`config.mk`:
```
export PLATFORM = sky130hd
export DESIGN_NAME = host_pins
export DESIGN_NICKNAME = d
export VERILOG_FILES = /design/src/core/host_pins.v
export VERILOG_INCLUDE_DIRS = /design/src /design/src/core
export SDC_FILE = /design/constraint.sdc
export NUM_CORES = 1
export LEC_CHECK = 0
export BUFFER_PORTS_ARGS = -buffer_cell sky130_fd_sc_hd__buf_2
export CAP_MARGIN = 20
export CORE_UTILIZATION = 59
export CTS_BUF_LIST = sky130_fd_sc_hd__clkbuf_4 sky130_fd_sc_hd__clkbuf_8
export CTS_CLUSTER_DIAMETER = 30
export CTS_CLUSTER_SIZE = 24
export DETAILED_ROUTE_END_ITERATION = 10
export PLACE_DENSITY_LB_ADDON = 0.05
export SETUP_SLACK_MARGIN = 0.2
export SLEW_MARGIN = 5
export SYNTH_ARGS = -nofsm -noshare
export SYNTH_HDL_FRONTEND = slang
export SYNTH_SLANG_ARGS = --single-unit
```
`constraint.sdc`:
```
create_clock -name ref_clk -period 2.8 [get_ports ref_clk]
set_clock_uncertainty 0.05 [all_clocks]
set_input_delay 0.84 -clock ref_clk [delete_from_list [all_inputs] [get_ports ref_clk]]
set_output_delay 0.84 -clock ref_clk [all_outputs]
set_load 0.05 [all_outputs]
```
`src/core/host_pins_defs.vh`:
```
/*
 Constants for the host handshake pin block: mode codes, pin levels
 and reset values. Included by the design file by bare name.
*/
`ifndef HOST_PINS_DEFS_VH
`define HOST_PINS_DEFS_VH
`define MODE_MEM        2'h0
`define MODE_IO         2'h1
`define MODE_IDE        2'h2
`define PIN_LOW         1'h0
`define PIN_HIGH        1'h1
`define SYNC_RST        2'h0
`define INIT_CYCLES     16'h0010
`define CNT_RST         16'h0000
`define CNT_ONE         16'h0001
`define WORD_RST        16'h0000
`endif

```
`src/core/host_pins.v`:
```
/*
 Host-side handshake and strobe logic of a card storage controller's
 16-bit parallel host port: wait/ready stretching, Ultra DMA readiness
 and strobing, write strobe capture and the static indication pins.
 Assumes every host pin is asynchronous to ref_clk and that the inner
 controller supplies busy, transfer-word and burst control levels.
*/
`timescale 1ns/1ps
`include "host_pins_defs.vh"
// Overview of operation
// - Drive wait low to stretch memory/IO cycles.
// - Wait pin serves as ready during Ultra DMA.
// - Data-in ready shows readiness; negated to pause.
// - Device strobe toggles once per outgoing word.
// - Withholding strobe edges pauses data-out burst.
// - Memory mode write strobe captures register data.
// - I/O mode write strobe only for config registers.
// - Write-protect output held low after initialization.
// - IO16 indication low for 16-bit I/O ports.
// - CS16 indication low for word transfers in IDE.
// - Host stop ends the current Ultra DMA burst.
// - Host strobe both edges latch incoming data.
module host_pins #(
    parameter INIT_LEN = `INIT_CYCLES
) (
    // Clock and reset
    input  wire        ref_clk,
    input  wire        reset,
    // Host pins
    input  wire        ide_sel_n,
    input  wire        pc_io_mode,
    input  wire        we_n,
    input  wire        host_cycle_n,
    input  wire        dmack_n,
    input  wire        stop,
    input  wire        hstrobe,
    input  wire [15:0] host_data,
    output reg         wait_n,
    output reg         dstrobe,
    output reg         io16_n,
    output reg         cs16_n,
    output reg         wp,
    // Inner controller
    input  wire        core_busy,
    input  wire        udma_in_act,
    input  wire        udma_out_act,
    input  wire        rx_ready,
    input  wire        tx_valid,
    input  wire        port16,
    input  wire        word_xfer,
    output reg         mode_ide,
    output reg         mode_io,
    output reg         cfg_wr,
    output reg         reg_wr,
    output reg  [15:0] wr_data,
    output reg         rx_word,
    output reg  [15:0] rx_data,
    output reg         tx_take,
    output reg         burst_end
);

// ------------------------------------------------------------------
// Synchronisers
// ------------------------------------------------------------------
// Data is sampled only after its strobe has crossed, so it is stable.
reg [1:0] ide_s, io_s, we_s, cyc_s, ack_s, stop_s, hs_s;
reg       we_q, hs_q, cyc_q;
always @(posedge ref_clk) begin
    if (reset) begin
        ide_s  <= `SYNC_RST;
        io_s   <= `SYNC_RST;
        we_s   <= {2{`PIN_HIGH}};
        cyc_s  <= {2{`PIN_HIGH}};
        ack_s  <= {2{`PIN_HIGH}};
        stop_s <= `SYNC_RST;
        hs_s   <= `SYNC_RST;
        we_q   <= `PIN_HIGH;
        hs_q   <= `PIN_LOW;
        cyc_q  <= `PIN_HIGH;
    end else begin
        ide_s  <= {ide_s[0], ide_sel_n};
        io_s   <= {io_s[0], pc_io_mode};
        we_s   <= {we_s[0], we_n};
        cyc_s  <= {cyc_s[0], host_cycle_n};
        ack_s  <= {ack_s[0], dmack_n};
        stop_s <= {stop_s[0], stop};
        hs_s   <= {hs_s[0], hstrobe};
        we_q   <= we_s[1];
        hs_q   <= hs_s[1];
        cyc_q  <= cyc_s[1];
    end
end

wire we_rise  = we_s[1] & ~we_q;
wire hs_edge  = hs_s[1] ^ hs_q;
wire idle     = cyc_s[1] & cyc_q & ack_s[1];

// ------------------------------------------------------------------
// Mode selection
// ------------------------------------------------------------------
// The mode only moves while no host cycle or DMA is under way.
reg [1:0] mode_q;
always @(posedge ref_clk) begin
    if (reset) begin
        mode_q <= `MODE_MEM;
    end else if (idle) begin
        if (!ide_s[1]) begin
            mode_q <= `MODE_IDE;
        end else if (io_s[1]) begin
            mode_q <= `MODE_IO;
        end else begin
            mode_q <= `MODE_MEM;
        end
    end
end
wire is_ide = (mode_q == `MODE_IDE);
wire is_io  = (mode_q == `MODE_IO);

// ------------------------------------------------------------------
// Reset initialization
// ------------------------------------------------------------------
// The counter stops at INIT_LEN and stays there until the next reset,
// so the write-protect output can never rise again in normal running.
// A longer sequence only needs a larger INIT_LEN; the width is fixed
// at sixteen bits, which bounds the longest supported sequence.
reg [15:0] init_q;
wire       init_done = (init_q == INIT_LEN[15:0]);
always @(posedge ref_clk) begin
    if (reset) begin
        init_q <= `CNT_RST;
    end else if (!init_done) begin
        init_q <= init_q + `CNT_ONE;
    end
end

// ------------------------------------------------------------------
// Ultra DMA strobing
// ------------------------------------------------------------------
// Data-out edges are spaced at least two cycles apart so that the host
// sees each level long enough; the price is half the peak word rate.
// A host stop blocks both directions at once, at the same edge that sets burst_end.
wire udma    = is_ide & ~ack_s[1];
wire stop_on = udma & stop_s[1];
always @(posedge ref_clk) begin
    if (reset) begin
        dstrobe   <= `PIN_LOW;
        tx_take   <= `PIN_LOW;
        rx_word   <= `PIN_LOW;
        rx_data   <= `WORD_RST;
        burst_end <= `PIN_LOW;
    end else begin
        burst_end <= stop_on & (udma_in_act | udma_out_act);
        tx_take   <= `PIN_LOW;
        rx_word   <= `PIN_LOW;
        // No edge while tx_valid is low: the burst simply pauses.
        if (udma && udma_out_act && tx_valid && !stop_on
            && !tx_take) begin
            dstrobe <= ~dstrobe;
            tx_take <= `PIN_HIGH;
        end
        if (udma && udma_in_act && hs_edge && !stop_on) begin
            rx_word <= `PIN_HIGH;
            rx_data <= host_data;
        end
    end
end

// ------------------------------------------------------------------
// Write strobe capture
// ------------------------------------------------------------------
// Capture is on the rising edge of the write strobe, when the host
// data has been stable for the whole low phase of the strobe.
// In True IDE mode the edge is masked by is_ide, so no write is ever taken.
always @(posedge ref_clk) begin
    if (reset) begin
        cfg_wr  <= `PIN_LOW;
        reg_wr  <= `PIN_LOW;
        wr_data <= `WORD_RST;
    end else begin
        cfg_wr <= `PIN_LOW;
        reg_wr <= `PIN_LOW;
        if (we_rise && !is_ide) begin
            wr_data <= host_data;
            cfg_wr  <= `PIN_HIGH;
            reg_wr  <= ~is_io;
        end
    end
end

// ------------------------------------------------------------------
// Handshake and indication outputs
// ------------------------------------------------------------------
// Every pin here comes straight from a flip-flop, which keeps glitches
// off the host bus at the cost of one cycle of added latency.
always @(posedge ref_clk) begin
    if (reset) begin
        wait_n   <= `PIN_HIGH;
        io16_n   <= `PIN_HIGH;
        cs16_n   <= `PIN_HIGH;
        wp       <= `PIN_HIGH;
        mode_ide <= `PIN_LOW;
        mode_io  <= `PIN_LOW;
    end else begin
        mode_ide <= is_ide;
        mode_io  <= is_io;
        wp       <= ~init_done;
        if (udma) begin
            // The shared pin carries data-in readiness in Ultra DMA.
            wait_n <= ~(udma_in_act & rx_ready & ~stop_on);
        end else if (is_ide) begin
            wait_n <= ~core_busy;
        end else begin
            wait_n <= ~(core_busy & ~cyc_s[1]);
        end
        io16_n <= ~(is_io & port16);
        cs16_n <= ~(is_ide & word_xfer);
    end
end

endmodule

```
==> results of run 1 <==
cell usage after synthesis:
| cell | number |
|---|---|
| or4_1 | 6 |
| nand4_1 | 5 |
| dfxtp_1 | 79 |
| xor2_1 | 2 |
| mux2i_1 | 17 |
| buf_6 | 2 |
| a211oi_1 | 1 |
| a221o_1 | 1 |
| xnor2_1 | 1 |
| o31ai_1 | 5 |
| nor4bb_1 | 1 |
| nand2_1 | 7 |
| mux2_2 | 5 |
| nor3_1 | 4 |
| nand4bb_1 | 1 |
| or2b_1 | 1 |
| and3_1 | 1 |
| ha_1 | 2 |
| and2b_1 | 1 |
| or2_2 | 9 |
| buf_1 | 2 |
| clkbuf_1 | 15 |
| or3_1 | 4 |
| a22o_1 | 1 |
| nand2b_1 | 37 |
| nand3_1 | 23 |
| nor2b_1 | 16 |
| nor4_4 | 1 |
| o21ai_0 | 21 |
| inv_1 | 5 |
| nor4_1 | 6 |
| a21oi_1 | 25 |
| nand4_2 | 1 |
| nor2_1 | 14 |
area by class of cell:
type | instances | area share [%]
clock inverters | 3 | 1.077
clock buffers | 13 | 4.643
flip-flops and latches | 79 | 42.53
repair buffers | 81 | 11.64
well taps | 67 | 2.254
multi-input cells | 219 | 37.35
inverters | 5 | 0.5047
report_power, final:
group | internal (mW) | leakage, nW | total, mW | switching (mW)
sequential | 1.15 | 0.642 | 1.16 | 0.0149
combinational | 0.0599 | 0.742 | 0.158 | 0.0977
clock | 0.492 | 0.113 | 0.879 | 0.387
total | 1.70 | 1.50 | 2.20 | 0.500
final timing paths:
| check | start | end | slack [ns] | depth (start not counted) |
|---|---|---|---|---|
| worst min-delay path | we_s[0] | we_s[1] | 0.36 | 1 |
| worst max register to register | init_q[2] | init_q[13] | 0.97 | 3 |
| worst max-delay path | rx_data[7] | rx_data[7] | 0.92 | 1 |
| worst min register to register | we_s[0] | we_s[1] | 0.36 | 1 |
routing by layer:
metal	vias up	GRT usage (%)
met5	-	0
met4	0	13.68
met3	12	4.607
met2	90	43.03
met1	1163	31.11
li1	1266	-
through the flow:
| stage | hold slack (ns) | setup WS, ns |
|---|---|---|
| after CTS | 0.3623 | 0.9099 |
| final | 0.3610 | 0.9239 |
| after global routing | 0.3744 | 0.8215 |
| after global placement | 0.3421 | 0.7426 |
| after detailed placement | 0.3454 | 0.7118 |
| after floorplan | 0.3395 | 0.8709 |
flip-flops by register name, indices dropped and copies added (netlist names), 2 cells and up:
name and flops:
init_q 16, rx_data 16, wr_data 16, ack_s 2
cyc_s 2, hs_s 2, ide_s 2, io_s 2
mode_q 2, stop_s 2, we_s 2
cells by family (layout without fill, tap and decap cells):
logic type,after synthesis,after routing,synth area share (%)
AOI/OAI and AO/OA,54,54,9.561
xor gates and xnor gates,3,3,0.8545
adders and majority gates,2,2,0.8135
buffers and inverters,24,102,3.417
DFF,79,79,51.42
muxes,22,22,7.363
and+or+nand+nor,138,138,26.57
==> impl_metrics.env, run 1 <==
export IMPL_outcome="completed"
export IMPL_instances_no_fill=467
export IMPL_dp_cells=451
export IMPL_cts_buffer_depth=2
export IMPL_cts_hold_buffers=0
export IMPL_cp_start_kind="register"
export IMPL_cts_root_buf="clkbuf_8"
export IMPL_yosysTopAreaCell="dfxtp_1"
export IMPL_cts_clk_slew_worst_paths_ns=0.07
export IMPL_synth_area_per_cell_um2=9.551
export IMPL_insertion_delay_ns=0.34
export IMPL_fin_crit_sh_pct=67.00
export IMPL_antenna_found_initial=0
export IMPL_dr_max_layer_used="met4"
export IMPL_core_um2=4880
export IMPL_crit_slowest_cell="dfxtp_1"
export IMPL_wl_um=6375
export IMPL_multi_input_area_um2=1389
export IMPL_die_h_um=74.20
export IMPL_path_class="register to primary output"
export IMPL_nets=429
export IMPL_final_util_pct=76.21
export IMPL_crit_fanout=2
export IMPL_cts_num_sinks=79
export IMPL_layout_min_cycle_time_ns=1.876
export IMPL_end_kind="primary output"
export IMPL_synth_nets=356
export IMPL_hold_path_class="register to register"
export IMPL_max_slew_margin_pct=50.72
export IMPL_routed_wl_met3_um=337
export IMPL_wl_per_cell_um=13.65
export IMPL_syn_cell_area_um2=3075
export IMPL_antennaDiodeCount=0
export IMPL_grt_pass1_wl_um=10560
export IMPL_synth_top_cells_by_area="dfxtp_1, nand2b_1, mux2i_1, a21oi_1, nand3_1"
export IMPL_htreeDepth=3
export IMPL_via_per_inst=5.420
export IMPL_route_met2_wl_um=3027
export IMPL_rsz0062_at_grt="false"
export IMPL_slew_violations=0
export IMPL_path_buf_inv=1
export IMPL_final_common_cell="dfxtp_1"
export IMPL_dieWidth_um=74.20
export IMPL_grt_max_degree=49
export IMPL_seq_area_um2=1582
export IMPL_maxCapViolations=0
export IMPL_placed_area_um2=3506
export IMPL_antenna_left=0
export IMPL_setup_viol=0
export IMPL_syn_inst=322
export IMPL_final_fill_count=375
export IMPL_ios=76
export IMPL_required_ns=1.91
export IMPL_path_cells="buf_2"
export IMPL_num_rows=25
export IMPL_synth_seq_cells=79
export IMPL_cts_setup_buffers=0
export IMPL_die_area_um2=5506
export IMPL_power_total_mw=2.198
export IMPL_drtIter0Drc=152
export IMPL_fin_area_um2=3719
export IMPL_finalWeightedCongestion=0.8152
export IMPL_wl_met1_um=2865
export IMPL_area_delta_synth_final_pct=20.91
export IMPL_via_count=2531
export IMPL_grt_total_usage_pct=25.55
export IMPL_postCtsResizedCells=0
export IMPL_yosysUniqueCellTypes=34
export IMPL_power_density_nw_per_um2=591.0
export IMPL_grt_ovfl_total=0
export IMPL_synth_top_area_share_pct=51.42
export IMPL_place_hpwl_um=4294
export IMPL_drc_errors=0
export IMPL_critPathTopFamily="flip-flops"
export IMPL_worstMarginPinSlew_ns=0.7393
export IMPL_ys_warnings_count=0
export IMPL_crit_arrival_ns=0.99
export IMPL_cts_made_buffers=9
export IMPL_mostFrequentLayoutCells="dfxtp_1, buf_2, nand2b_1"
export IMPL_drive_gt1_share_pct=28.25
export IMPL_ir_worst_vdd_mv=0.4615
export IMPL_firstDrtPassIters=4
export IMPL_start_util_pct=63.03
export IMPL_p_leak_nw=1.497
export IMPL_ys_seq_area_share_pct=51.42
export IMPL_finalHoldViolCount=0
export IMPL_io_buffer_count=75
export IMPL_fin_tns_setup_ns=0
export IMPL_critPathMaxStageDelay_ns=0.37
export IMPL_grt_pass1_vias=2347
export IMPL_cts_tree="done"
export IMPL_clock_fmax_ghz=0.5330
No activity file was read; power rests on OpenSTA's default activity.
==> inputs of run 2 (changes only) <==
- CORE_UTILIZATION: 59 -> 49
- clock period: 2.8 -> 1.6 ns (I/O delays scaled with it)
==> run 2 against run 1 <==
Sequential power up 76%. Clock power rose by 75%. Utilization up 1.6 points. Sequential cell count unchanged. Global-route usage decreased by 3.0 points.
==> impl_metrics.env, run 2 (synthesis results as in run 1) <==
export IMPL_ir_worst_vdd_mv=0.7090
export IMPL_grt_ovfl_total=0
export IMPL_via_count=2721
export IMPL_end_kind="register"
export IMPL_drc_errors=0
export IMPL_power_total_mw=3.931
export IMPL_grt_pass1_vias=2324
export IMPL_crit_fanout=4
export IMPL_p_comb_share_pct=9.0
export IMPL_hold_path_class="input port to register"
export IMPL_cts_num_sinks=79
export IMPL_htreeDepth=3
export IMPL_grt_pass1_wl_um=11050
export IMPL_placed_area_um2=3691
export IMPL_p_clk_share_pct=39.1
export IMPL_p_int_mw=2.966
export IMPL_power_density_nw_per_um2=843.0
export IMPL_rsz0062_at_grt="true"
export IMPL_switching_share_pct=24.54
export IMPL_setup_viol=0
export IMPL_nets=462
export IMPL_p_sw_uw=964.9
export IMPL_mostFrequentLayoutCells="dfxtp_2, nand2b_1, buf_2, buf_6, buf_4"
export IMPL_fin_tns_setup_ns=0
export IMPL_cts_tree="done"
export IMPL_area_delta_synth_final_pct=51.63
export IMPL_maxCapViolations=0
export IMPL_antenna_left=0
export IMPL_fin_area_um2=4663
export IMPL_largest_registers="init_q x16, rx_data x16, wr_data x16"
export IMPL_cts_hold_buffers=0
export IMPL_outcome="completed"
export IMPL_grt_max_degree=57
export IMPL_ios=76
export IMPL_cts_clk_slew_worst_paths_ns=0.09
export IMPL_holdWs_ns=0.2202
export IMPL_via_per_inst=5.356
export IMPL_cts_made_buffers=9
export IMPL_clock_fmax_ghz=0.6813
export IMPL_dieWidth_um=81.23
export IMPL_worstMarginPinSlew_ns=0.5768
export IMPL_seq_power_share_pct=51.9
export IMPL_cts_root_buf="clkbuf_8"
export IMPL_wl_um=7713
export IMPL_layout_min_cycle_time_ns=1.468
export IMPL_slew_violations=0
export IMPL_place_hpwl_um=4376
export IMPL_io_buffer_count=75
export IMPL_core_um2=5991
export IMPL_p_leak_nw=1.813
export IMPL_cts_buffer_depth=2
export IMPL_insertion_delay_ns=0.35
export IMPL_fin_crit_sh_pct=91.74
export IMPL_crit_arrival_ns=1.64
export IMPL_die_h_um=81.23
export IMPL_drive_gt1_share_pct=52.19
export IMPL_die_area_um2=6598
export IMPL_path_class="register to register"
export IMPL_firstDrtPassIters=4
export IMPL_finalWeightedCongestion=0.7698
export IMPL_antennaDiodeCount=0
export IMPL_cp_start_kind="register"
export IMPL_wl_per_cell_um=15.18
export IMPL_final_common_cell="dfxtp_2"
export IMPL_num_rows=28
export IMPL_required_ns=1.77
export IMPL_max_slew_margin_pct=61.54
export IMPL_grt_total_usage_pct=22.52
export IMPL_start_util_pct=51.34
export IMPL_finalHoldViolCount=0
export IMPL_antenna_found_initial=0
export IMPL_drtIter0Drc=113
-- run 2: cell type report --
type                       instances  area, um^2
clock buffer                      12       152.6
clock inverter                     4       55.05
fill                             404        1328
inverter                           5       23.77
multi-input combinational        220        1603
sequential                        79        1665
tap                               75       93.84
timing repair buffer             113        1070
-- run 2: power by group through the flow --
stage	Combinational (mW)	Sequential (mW)	Clock [mW]
3_3_place_gp	0.288	2.08	0
6_report	0.352	2.04	1.54
3_5_place_dp	0.292	2.08	0
5_1_grt	0.378	2.05	1.66
2_1_floorplan	0.148	2.12	0
4_1_cts	0.331	2.03	1.56
-- run 2: path summary, 6_finish.rpt --
| kind | start | end | slack [ns] | cells past startpoint |
|---|---|---|---|---|
| min | port16 | io16_n | 0.22 | 2 |
| max reg2reg | init_q[6] | init_q[2] | 0.13 | 4 |
| max | init_q[6] | init_q[2] | 0.13 | 4 |
| min reg2reg | cyc_s[0] | cyc_s[1] | 0.37 | 1 |
-- run 2: metal layers --
| metal | GRT usage, % | share of wire, % | vias up |
|---|---|---|---|
| li1 | - | - | 1332 |
| met1 | 28.10 | 44 | 1283 |
| met2 | 36.13 | 49 | 91 |
| met3 | 4.831 | 4.9 | 15 |
| met4 | 12.14 | 2.2 | 0 |
| met5 | 0 | 0 | - |
-- run 2: repair_timing --
| action | in CTS | in global routing |
|---|---|---|
| resized for setup | 140 | 59 |
| pin swaps | 10 | 14 |
| cloned | 1 | 0 |
| endpoints found under the setup margin | 56 | 54 |
| buffers inserted | 14 | 7 |
-- run 2: worst max-delay path: stages (launching register included) --
cell,delay [ns]
dfxtp_2,0.36
buf_6,0.14
nor4bb_4,0.28
nand4_1,0.21
a22o_1,0.30
-- run 2: per-stage QoR --
step,util [%],setup slack (ns),std cells
floorplan,-,0.04178,322
global placement,61.61,0.06708,470
detailed placement,61.61,0.05628,470
CTS,73.64,0.1446,501
global route,77.84,0.07448,508
finish,77.84,0.1322,508
